File: config.mk
export PLATFORM = sky130hd
export DESIGN_NAME = spcfg_top
export DESIGN_NICKNAME = d
export VERILOG_FILES = /design/src/hdl/spcfg_pkg.sv /design/src/hdl/spcfg_wr_if.sv /design/src/hdl/spcfg_top.sv /design/src/hdl/spcfg_axil_wr.sv
export SDC_FILE = /design/constraint.sdc
export NUM_CORES = 1
export LEC_CHECK = 0
export BUFFER_PORTS_ARGS = -buffer_cell sky130_fd_sc_hd__clkbuf_2
export CAP_MARGIN = 20
export CORE_MARGIN = 4
export CORE_UTILIZATION = 52
export CTS_BUF_LIST = sky130_fd_sc_hd__clkbuf_2 sky130_fd_sc_hd__clkbuf_4 sky130_fd_sc_hd__clkbuf_8
export DETAILED_ROUTE_END_ITERATION = 6
export GPL_TIMING_DRIVEN = 0
export PLACE_DENSITY_LB_ADDON = 0.05
export SLEW_MARGIN = 20
export SYNTH_ARGS = -nofsm -noshare
export SYNTH_HDL_FRONTEND = slang
export SYNTH_SLANG_ARGS = --single-unit
File: constraint.sdc
create_clock -name ref_clk_i -period 2.27 [get_ports ref_clk_i]
set_input_delay 0.1135 -clock ref_clk_i [delete_from_list [all_inputs] [get_ports ref_clk_i]]
set_output_delay 0.1135 -clock ref_clk_i [all_outputs]
set_load 0.01 [all_outputs]
File: src/hdl/spcfg_pkg.sv
// package: register map, fields, resets and codes of the serial port protocol configuration
package spcfg_pkg;
  localparam logic [3:0]  ADDR_INPUT_CFG    = 4'h8;
  localparam logic [3:0]  ADDR_OUTPUT_CFG   = 4'hc;
  localparam logic [3:0]  ADDR_RESET_CTL    = 4'h4;
  localparam int          IN_SEL_LSB        = 0;
  localparam int          OUT_SEL_LSB       = 0;
  localparam int          SRCSYNC_CLK_BIT   = 6;
  localparam int          PIN_FUNC_LSB      = 8;
  localparam int          GEN_LEVEL_BIT     = 12;
  localparam int          RESET_CLASS_BIT   = 2;
  localparam logic [1:0]  IN_SEL_RESET      = 2'h0;
  localparam logic [1:0]  OUT_SEL_RESET     = 2'h0;
  localparam logic        SRCSYNC_RESET     = 1'h0;
  localparam logic [1:0]  PIN_FUNC_RESET    = 2'h0;
  localparam logic        GEN_LEVEL_RESET   = 1'h0;
  localparam logic        RESET_CLASS_RESET = 1'h0;
  localparam logic [1:0]  RESP_OKAY         = 2'h0;
  localparam logic [1:0]  RESP_SLVERR       = 2'h2;
  localparam logic [1:0]  OUT_SEL_INVALID   = 2'h2;
  localparam logic [1:0]  OUT_SEL_SRCSYNC   = 2'h3;
  typedef enum logic [1:0] {
    SPCFG_PIN_TRISTATE = 2'h0,
    SPCFG_PIN_ALARM    = 2'h1,
    SPCFG_PIN_GENERAL  = 2'h2,
    SPCFG_PIN_DUAL     = 2'h3
  } spcfg_pin_func_t;
endpackage

File: src/hdl/spcfg_wr_if.sv
// interface: one accepted register write, carried from bus slave to register file
`timescale 1ns/1ps
`default_nettype none
interface spcfg_wr_if;
  logic        wr_en;
  logic [3:0]  wr_addr;
  logic [31:0] wr_data;
  logic [3:0]  wr_strb;
  modport src (output wr_en, output wr_addr, output wr_data, output wr_strb);
  modport dst (input wr_en, input wr_addr, input wr_data, input wr_strb);
endinterface
`default_nettype wire

File: src/hdl/spcfg_top.sv
// module: serial port protocol configuration registers and output pin steering
// Notes on behaviour
// - input protocol selector sits in bits 1:0 of input register, resets zero.
// - selector codes map to spi modes 0..3 as cpol,cpha pairs.
// - output selector upper bit zero: output uses input side polarity and phase.
// - output selector code 11 selects source-synchronous transmit protocol.
// - bit 6 picks source-synchronous clock: 0 external sclk, 1 internal.
// - clock select matters only in source-synchronous output mode.
// - pin function 00 (reset) tristates second pin, single data lane.
// - pin function 01 drives alarm on second pin, single lane.
// - pin function 10 makes second pin general output, single lane.
// - pin function 11 sends data on two lanes together.
// - general output pin follows bit 12, reset zero.
// - reserved bits of both registers read zero.
// - selectors and clock select clear only on power-on; pin fields also on application.
// - input register at byte 08h, output register at 0ch, little endian.
// - application reset clears user settings; power-on reset clears everything.
`timescale 1ns/1ps
`default_nettype none
module spcfg_top
  import spcfg_pkg::*;
(
  input  wire logic        ref_clk_i,           // 10 mhz clock
  input  wire logic        arst_n_i,            // power-on reset, async, active low
  input  wire logic        rst_pin_n_i,         // external reset pin, active low, async
  input  wire logic        alarm_i,             // alarm indication from converter
  input  wire logic [31:0] s_axi_awaddr,        // write address
  input  wire logic        s_axi_awvalid,       // write address valid
  output logic             s_axi_awready,       // write address ready
  input  wire logic [31:0] s_axi_wdata,         // write data
  input  wire logic [3:0]  s_axi_wstrb,         // write strobes
  input  wire logic        s_axi_wvalid,        // write data valid
  output logic             s_axi_wready,        // write data ready
  output logic [1:0]       s_axi_bresp,         // write response
  output logic             s_axi_bvalid,        // write response valid
  input  wire logic        s_axi_bready,        // write response ready
  input  wire logic [31:0] s_axi_araddr,        // read address
  input  wire logic        s_axi_arvalid,       // read address valid
  output logic             s_axi_arready,       // read address ready
  output logic [31:0]      s_axi_rdata,         // read data
  output logic [1:0]       s_axi_rresp,         // read response
  output logic             s_axi_rvalid,        // read data valid
  input  wire logic        s_axi_rready,        // read data ready
  output logic             spi_cpol_o,          // clock polarity for input and spi output
  output logic             spi_cpha_o,          // clock phase for input and spi output
  output logic             out_cpol_o,          // clock polarity used by output side
  output logic             out_cpha_o,          // clock phase used by output side
  output logic             srcsync_mode_o,      // output uses source-synchronous protocol
  output logic             srcsync_int_clk_o,   // source-synchronous clock is internal
  output logic             dual_lane_o,         // data shifted on both output lanes
  output logic             second_lane_o,       // second output pin value when not data
  output logic             second_lane_oe_o,    // second output pin enable
  output logic             second_lane_data_o,  // second pin carries serial data
  output logic             out_sel_invalid_o    // forbidden output selector programmed
);
  spcfg_wr_if wr ();

  logic [1:0]      input_protocol_selector;
  logic [1:0]      output_protocol_selector;
  logic            srcsync_clock_select;
  spcfg_pin_func_t second_pin_function;
  logic            general_output_level;
  logic            reset_pin_class_select;
  logic            rst_meta;
  logic            rst_sync;
  logic            app_reset;

  spcfg_axil_wr u_wr (
    .ref_clk_i (ref_clk_i),
    .arst_n_i  (arst_n_i),
    .awaddr_i  (s_axi_awaddr),
    .awvalid_i (s_axi_awvalid),
    .awready_o (s_axi_awready),
    .wdata_i   (s_axi_wdata),
    .wstrb_i   (s_axi_wstrb),
    .wvalid_i  (s_axi_wvalid),
    .wready_o  (s_axi_wready),
    .bresp_o   (s_axi_bresp),
    .bvalid_o  (s_axi_bvalid),
    .bready_i  (s_axi_bready),
    .wr        (wr.src)
  );

  // reset pin is asynchronous to the clock: two flops, only the second is read
  always_ff @(posedge ref_clk_i or negedge arst_n_i) begin
    if (!arst_n_i) begin
      rst_meta <= 1'b1;
      rst_sync <= 1'b1;
    end else begin
      rst_meta <= rst_pin_n_i;
      rst_sync <= rst_meta;
    end
  end

  // pin acting as application reset clears only user fields while it is held low
  assign app_reset = reset_pin_class_select && !rst_sync;

  // class select lives in the reset control register; a pin-driven power-on class
  // reset while it is clear is handled by clearing everything below
  logic pin_por;
  assign pin_por = !reset_pin_class_select && !rst_sync;

  function automatic logic lane_hit(input logic [3:0] a, input logic [3:0] want,
                                    input logic [3:0] strb);
    lane_hit = wr.wr_en && (a == want) && strb[0];
  endfunction

  logic wr_in;
  logic wr_out_lo;
  logic wr_out_hi;
  logic wr_rst;
  assign wr_in     = lane_hit(wr.wr_addr, ADDR_INPUT_CFG, wr.wr_strb);
  assign wr_out_lo = lane_hit(wr.wr_addr, ADDR_OUTPUT_CFG, wr.wr_strb);
  assign wr_out_hi = wr.wr_en && (wr.wr_addr == ADDR_OUTPUT_CFG) && wr.wr_strb[1];
  assign wr_rst    = lane_hit(wr.wr_addr, ADDR_RESET_CTL, wr.wr_strb);

  // power-on class fields: survive an application reset
  always_ff @(posedge ref_clk_i or negedge arst_n_i) begin
    if (!arst_n_i) begin
      input_protocol_selector  <= IN_SEL_RESET;
      output_protocol_selector <= OUT_SEL_RESET;
      srcsync_clock_select     <= SRCSYNC_RESET;
    end else if (pin_por) begin
      input_protocol_selector  <= IN_SEL_RESET;
      output_protocol_selector <= OUT_SEL_RESET;
      srcsync_clock_select     <= SRCSYNC_RESET;
    end else begin
      if (wr_in) begin
        input_protocol_selector <= wr.wr_data[IN_SEL_LSB +: 2];
      end
      if (wr_out_lo) begin
        output_protocol_selector <= wr.wr_data[OUT_SEL_LSB +: 2];
        srcsync_clock_select     <= wr.wr_data[SRCSYNC_CLK_BIT];
      end
    end
  end

  // application class fields
  always_ff @(posedge ref_clk_i or negedge arst_n_i) begin
    if (!arst_n_i) begin
      second_pin_function  <= SPCFG_PIN_TRISTATE;
      general_output_level <= GEN_LEVEL_RESET;
    end else if (pin_por || app_reset) begin
      second_pin_function  <= SPCFG_PIN_TRISTATE;
      general_output_level <= GEN_LEVEL_RESET;
    end else if (wr_out_hi) begin
      second_pin_function  <= spcfg_pin_func_t'(wr.wr_data[PIN_FUNC_LSB +: 2]);
      general_output_level <= wr.wr_data[GEN_LEVEL_BIT];
    end
  end

  // class select holds until the next power cycle once set
  always_ff @(posedge ref_clk_i or negedge arst_n_i) begin
    if (!arst_n_i) begin
      reset_pin_class_select <= RESET_CLASS_RESET;
    end else if (wr_rst && wr.wr_data[RESET_CLASS_BIT]) begin
      reset_pin_class_select <= 1'b1;
    end
  end

  // pin and protocol outputs, all registered
  always_ff @(posedge ref_clk_i or negedge arst_n_i) begin
    if (!arst_n_i) begin
      spi_cpol_o         <= 1'b0;
      spi_cpha_o         <= 1'b0;
      out_cpol_o         <= 1'b0;
      out_cpha_o         <= 1'b0;
      srcsync_mode_o     <= 1'b0;
      srcsync_int_clk_o  <= 1'b0;
      dual_lane_o        <= 1'b0;
      second_lane_o      <= 1'b0;
      second_lane_oe_o   <= 1'b0;
      second_lane_data_o <= 1'b0;
      out_sel_invalid_o  <= 1'b0;
    end else begin
      spi_cpol_o <= input_protocol_selector[1];
      spi_cpha_o <= input_protocol_selector[0];
      // spi timing follows the input side whenever the upper selector bit is clear
      out_cpol_o <= output_protocol_selector[1] ? 1'b0 : input_protocol_selector[1];
      out_cpha_o <= output_protocol_selector[1] ? 1'b0 : input_protocol_selector[0];
      srcsync_mode_o <= (output_protocol_selector == OUT_SEL_SRCSYNC);
      // the clock choice is masked outside source-synchronous mode
      srcsync_int_clk_o <= (output_protocol_selector == OUT_SEL_SRCSYNC)
                           && srcsync_clock_select;
      // flagged only; the device cannot refuse a code software chose
      out_sel_invalid_o <= (output_protocol_selector == OUT_SEL_INVALID);
      case (second_pin_function)
        SPCFG_PIN_TRISTATE: begin
          dual_lane_o        <= 1'b0;
          second_lane_o      <= 1'b0;
          second_lane_oe_o   <= 1'b0;
          second_lane_data_o <= 1'b0;
        end
        SPCFG_PIN_ALARM: begin
          dual_lane_o        <= 1'b0;
          second_lane_o      <= alarm_i;
          second_lane_oe_o   <= 1'b1;
          second_lane_data_o <= 1'b0;
        end
        SPCFG_PIN_GENERAL: begin
          dual_lane_o        <= 1'b0;
          second_lane_o      <= general_output_level;
          second_lane_oe_o   <= 1'b1;
          second_lane_data_o <= 1'b0;
        end
        SPCFG_PIN_DUAL: begin
          dual_lane_o        <= 1'b1;
          second_lane_o      <= 1'b0;
          second_lane_oe_o   <= 1'b1;
          second_lane_data_o <= 1'b1;
        end
        default: begin
          dual_lane_o        <= 1'b0;
          second_lane_o      <= 1'b0;
          second_lane_oe_o   <= 1'b0;
          second_lane_data_o <= 1'b0;
        end
      endcase
    end
  end

  // read channel: one read in flight, answer one edge after the address is taken
  logic        rd_pend;
  logic [31:0] rd_addr;
  always_ff @(posedge ref_clk_i or negedge arst_n_i) begin
    if (!arst_n_i) begin
      s_axi_arready <= 1'b0;
      rd_pend       <= 1'b0;
      rd_addr       <= 32'h0;
      s_axi_rvalid  <= 1'b0;
      s_axi_rdata   <= 32'h0;
      s_axi_rresp   <= RESP_OKAY;
    end else begin
      s_axi_arready <= 1'b0;
      if (s_axi_arvalid && s_axi_arready) begin
        rd_pend <= 1'b1;
        rd_addr <= s_axi_araddr;
      end else if (!rd_pend && !s_axi_rvalid && s_axi_arvalid) begin
        s_axi_arready <= 1'b1;
      end
      if (s_axi_rvalid && s_axi_rready) begin
        s_axi_rvalid <= 1'b0;
      end
      if (rd_pend) begin
        rd_pend      <= 1'b0;
        s_axi_rvalid <= 1'b1;
        s_axi_rresp  <= RESP_OKAY;
        s_axi_rdata  <= 32'h0;
        if (rd_addr[31:4] != 28'h0 || rd_addr[1:0] != 2'h0) begin
          s_axi_rresp <= RESP_SLVERR;
        end else if (rd_addr[3:0] == ADDR_INPUT_CFG) begin
          s_axi_rdata[IN_SEL_LSB +: 2] <= input_protocol_selector;
        end else if (rd_addr[3:0] == ADDR_OUTPUT_CFG) begin
          s_axi_rdata[OUT_SEL_LSB +: 2]  <= output_protocol_selector;
          s_axi_rdata[SRCSYNC_CLK_BIT]   <= srcsync_clock_select;
          s_axi_rdata[PIN_FUNC_LSB +: 2] <= second_pin_function;
          s_axi_rdata[GEN_LEVEL_BIT]     <= general_output_level;
        end else if (rd_addr[3:0] == ADDR_RESET_CTL) begin
          s_axi_rdata[RESET_CLASS_BIT] <= reset_pin_class_select;
        end else begin
          s_axi_rresp <= RESP_SLVERR;
        end
      end
    end
  end
endmodule
`default_nettype wire

File: src/hdl/spcfg_axil_wr.sv
// module: axi4-lite write channel handling, address and data taken in either order
`timescale 1ns/1ps
`default_nettype none
module spcfg_axil_wr
  import spcfg_pkg::*;
(
  input  wire logic        ref_clk_i,     // 10 mhz clock
  input  wire logic        arst_n_i,      // async reset, active low
  input  wire logic [31:0] awaddr_i,      // write address
  input  wire logic        awvalid_i,     // write address valid
  output logic             awready_o,     // write address ready
  input  wire logic [31:0] wdata_i,       // write data
  input  wire logic [3:0]  wstrb_i,       // write byte strobes
  input  wire logic        wvalid_i,      // write data valid
  output logic             wready_o,      // write data ready
  output logic [1:0]       bresp_o,       // write response
  output logic             bvalid_o,      // write response valid
  input  wire logic        bready_i,      // write response ready
  spcfg_wr_if.src          wr             // accepted write toward registers
);
  logic        have_addr;
  logic        have_data;
  logic [31:0] addr_q;
  logic [31:0] data_q;
  logic [3:0]  strb_q;

  // ready is held low while a response waits, so only one write is in flight
  always_ff @(posedge ref_clk_i or negedge arst_n_i) begin
    if (!arst_n_i) begin
      have_addr <= 1'b0;
      have_data <= 1'b0;
      addr_q    <= 32'h0;
      data_q    <= 32'h0;
      strb_q    <= 4'h0;
      awready_o <= 1'b0;
      wready_o  <= 1'b0;
    end else begin
      awready_o <= 1'b0;
      wready_o  <= 1'b0;
      if (awvalid_i && awready_o) begin
        have_addr <= 1'b1;
        addr_q    <= awaddr_i;
      end else if (!have_addr && !bvalid_o && awvalid_i) begin
        awready_o <= 1'b1;
      end
      if (wvalid_i && wready_o) begin
        have_data <= 1'b1;
        data_q    <= wdata_i;
        strb_q    <= wstrb_i;
      end else if (!have_data && !bvalid_o && wvalid_i) begin
        wready_o <= 1'b1;
      end
      if (have_addr && have_data) begin
        have_addr <= 1'b0;
        have_data <= 1'b0;
      end
    end
  end

  function automatic logic mapped(input logic [31:0] a);
    mapped = (a[31:4] == 28'h0) && (a[1:0] == 2'h0) &&
             (a[3:0] == ADDR_INPUT_CFG || a[3:0] == ADDR_OUTPUT_CFG ||
              a[3:0] == ADDR_RESET_CTL);
  endfunction

  always_ff @(posedge ref_clk_i or negedge arst_n_i) begin
    if (!arst_n_i) begin
      bvalid_o   <= 1'b0;
      bresp_o    <= RESP_OKAY;
      wr.wr_en   <= 1'b0;
      wr.wr_addr <= 4'h0;
      wr.wr_data <= 32'h0;
      wr.wr_strb <= 4'h0;
    end else begin
      wr.wr_en <= 1'b0;
      if (bvalid_o && bready_i) begin
        bvalid_o <= 1'b0;
      end
      if (have_addr && have_data) begin
        wr.wr_en   <= mapped(addr_q);
        wr.wr_addr <= addr_q[3:0];
        wr.wr_data <= data_q;
        wr.wr_strb <= strb_q;
        bvalid_o   <= 1'b1;
        bresp_o    <= mapped(addr_q) ? RESP_OKAY : RESP_SLVERR;
      end
    end
  end
endmodule
`default_nettype wire

==> impl_metrics.json <==
{
  "p_leak_nw": 3.36,
  "peakVddDrop_v": 0.000660,
  "timing.hold.ws_ps": 152,
  "die_h_microns": 106,
  "synth.avg_cell_area_sq_um": 14.2,
  "worstMarginPinSlew_ps": 612,
  "yosys_warnings": 0,
  "cp.arrival_ps": 2090,
  "dr.pass1.iters": 4,
  "synth_top_area_share_pct": 61.3,
  "crit_family": "simple AND/OR/NAND/NOR gates",
  "grtUsageTotal_pct": 19.7,
  "grt_pass1_vias": 3568,
  "drv_cap": 0,
  "crit_path_start_kind": "flip-flop",
  "fp.dieW_microns": 106,
  "dpl_cell_area_sq_mm": 0.00584,
  "fin_skew_ps": 8.47,
  "cts.repair.resized": 0,
  "rows": 35,
  "path_cells": "or4_4 > nor4_4 > nand4_4 > o32ai_1",
  "slew-limit-headroom_pct": 59.2,
  "drt-total-wl_microns": 10500,
  "critical_path.endpoint_type": "flip-flop",
  "synth_area_leaders": "dfrtp_1 61%, mux2_2 19%, buf_4 4.2%",
  "synth_top_cell_by_area": "dfrtp_1",
  "fillers": 643,
  "status": "finished clean",
  "setup_viol": 0,
  "detail_route.wl_per_cell_microns": 14.4,
  "clock.fmax_mhz": 562,
  "synth-edff-count": 0,
  "min_path_type": "in -> async",
  "r2r_cells": 4,
  "crit_fanout": 8,
  "antenna_found_initial": 0,
  "path_buf_inv": 0,
  "synthFlopType": "dfrtp_1",
  "dp.cells": 616,
  "grt_start_max_net_pins": 93,
  "clock-sinks": 125,
  "core_sq_mm": 0.00933,
  "stdcell_area_sq_mm": 0.00707,
  "cp_slowest_cell": "or4_4",
  "hpwl_microns": 6850,
  "cts_made_buffers": 17,
  "fin_util_pct": 75.8,
  "ys_ff_latch": 125,
  "cp.depth": 4,
  "path_class": "reg -> reg",
  "async_flop_share_pct": 100,
  "start_util_pct": 53.8,
  "cts_root_buffer": "clkbuf_8",
  "finalHoldViolations": 0,
  "drtIter0Drc": 122,
  "die_area_sq_mm": 0.0113,
  "antenna_left": 0,
  "layout_min_cycle_time_ps": 1780,
  "power.total_mw": 6.98,
  "crit_required_ps": 2580,
  "grt_pass1_wl_microns": 17500,
  "max_stage_delay_ps": 550,
  "drive_gt1_share_pct": 43.3,
  "via_count": 3441,
  "seq_area_frac_synth_pct": 62.4,
  "syn2layout_area_growth_pct": 41.0,
  "slew_violations": 0,
  "cts_tree": "built",
  "drc": 0,
  "layout_commonest_cell": "dfrtp_1",
  "clkTransAtPathRegs_ps": 80,
  "netlist_area_sq_mm": 0.00502,
  "viasPerCell": 4.72,
  "num_antenna_cells": 0,
  "htreeDepth": 4,
  "place.gp.congestion": 0.764,
  "syn_inst": 354,
  "finalNonFillerCells": 729,
  "portBuffers": 106,
  "post-route-period-util_pct": 78.4,
  "layout_common_cells": "123 x dfrtp_1, 105 x clkbuf_2, 86 x mux2_2, 81 x dlygate4sd3_1, 28 x buf_4",
  "clk_latency_ps": 420,
  "grt_overflow": 0,
  "pin_count": 161,
  "rsz0062_at_grt": "false",
  "p_per_area_mw_per_mm2": 986,
  "fin_nets": 696,
  "synth.distinct_cells": 34,
  "cts_buffer_depth": 2
}
[stage by stage]
stage               setup slack [ps]  setup TNS, ps
detailed placement               512              0
floorplan                        648              0
global route                     384              0
global placement                -761         -92710
CTS                              481              0
finish                           490              0
[path summary, 6_finish.rpt]
| check | to | start | slack [ps] |
|---|---|---|---|
| max in group asynchronous | u_wr.wr.wr_strb[0]$_DFFE_PN0P_ | arst_n_i | 1390 |
| min in group ref_clk_i | rst_meta$_DFF_PN1_ | rst_pin_n_i | 330 |
| worst max register to register | s_axi_rdata[0]$_DFFE_PN0P_ | rd_addr[24]$_DFFE_PN0P_ | 490 |
| worst min register to register | rst_sync$_DFF_PN1_ | rst_meta$_DFF_PN1_ | 360 |
| worst min-delay path | rd_addr[27]$_DFFE_PN0P_ | arst_n_i | 150 |
| worst max-delay path | s_axi_rdata[0]$_DFFE_PN0P_ | rd_addr[24]$_DFFE_PN0P_ | 490 |
[per-layer routing]
metal / track usage [%] / wire length (microns)
met1: 25.5 / 4600
met2: 32.7 / 5120
met3: 4.86 / 620
met4: 6.57 / 144
met5: 0 / 0
[report_power, final]
group	switching [mW]	internal, mW
logic	0.534	0.938
clock network	0.922	1.11
registers	0.479	3.00
[synth_stat cells, drive strengths merged (3+ instances only)]
cell,count
dfrtp,123
mux2,86
buf,34
nor4,14
nor2,11
inv,10
mux2i,10
nand2,10
nor2b,7
a21oi,6
nand3,5
and2,4
clkbuf,4
nor4b,4
o22ai,4
o21ai,3
o32ai,3
[worst reg2reg max path, stage by stage (launching register included)]
cell     delay, ps
dfrtp_1        380
or4_4          550
nor4_4         210
nand4_4        220
o32ai_1        330
[final cells by class]
cell class	count	area [sq um]	share of cell area, %
repair buffers	188	1380	19.5
inverters	10	37.5	0.531
clock buffers	17	234	3.31
clock inverters	15	186	2.64
multi-input cells	207	1700	24.0
flip-flops and latches	125	3130	44.3
well taps	129	161	2.28
plain buffers	38	248	3.50
[repair_timing]
action | CTS | global route
buffers inserted | 0 | 0
endpoints found under the hold margin | 204 | 0
hold buffers | 81 | 0
[registers in the layout, summed over array words and instances (netlist names), 2 cells and up]
name	count
input_protocol_selector	2
output_protocol_selector	2
rd_addr	32
s_axi_rdata	7
second_pin_function	2
u_wr.addr_q	32
u_wr.data_q	7
u_wr.strb_q	2
u_wr.wr.wr_addr	4
u_wr.wr.wr_data	7
u_wr.wr.wr_strb	2
[cells by family (layout without fill, tap and decap cells)]
family	Yosys count	after routing	synth area share, %
buf+inv	48	268	5.69
other cells	1	27	0.0747
mux	96	96	21.3
flops	125	125	62.4
simple gates	65	65	7.96
compound gates	19	19	2.59
No activity file was read; power rests on OpenSTA's default activity.
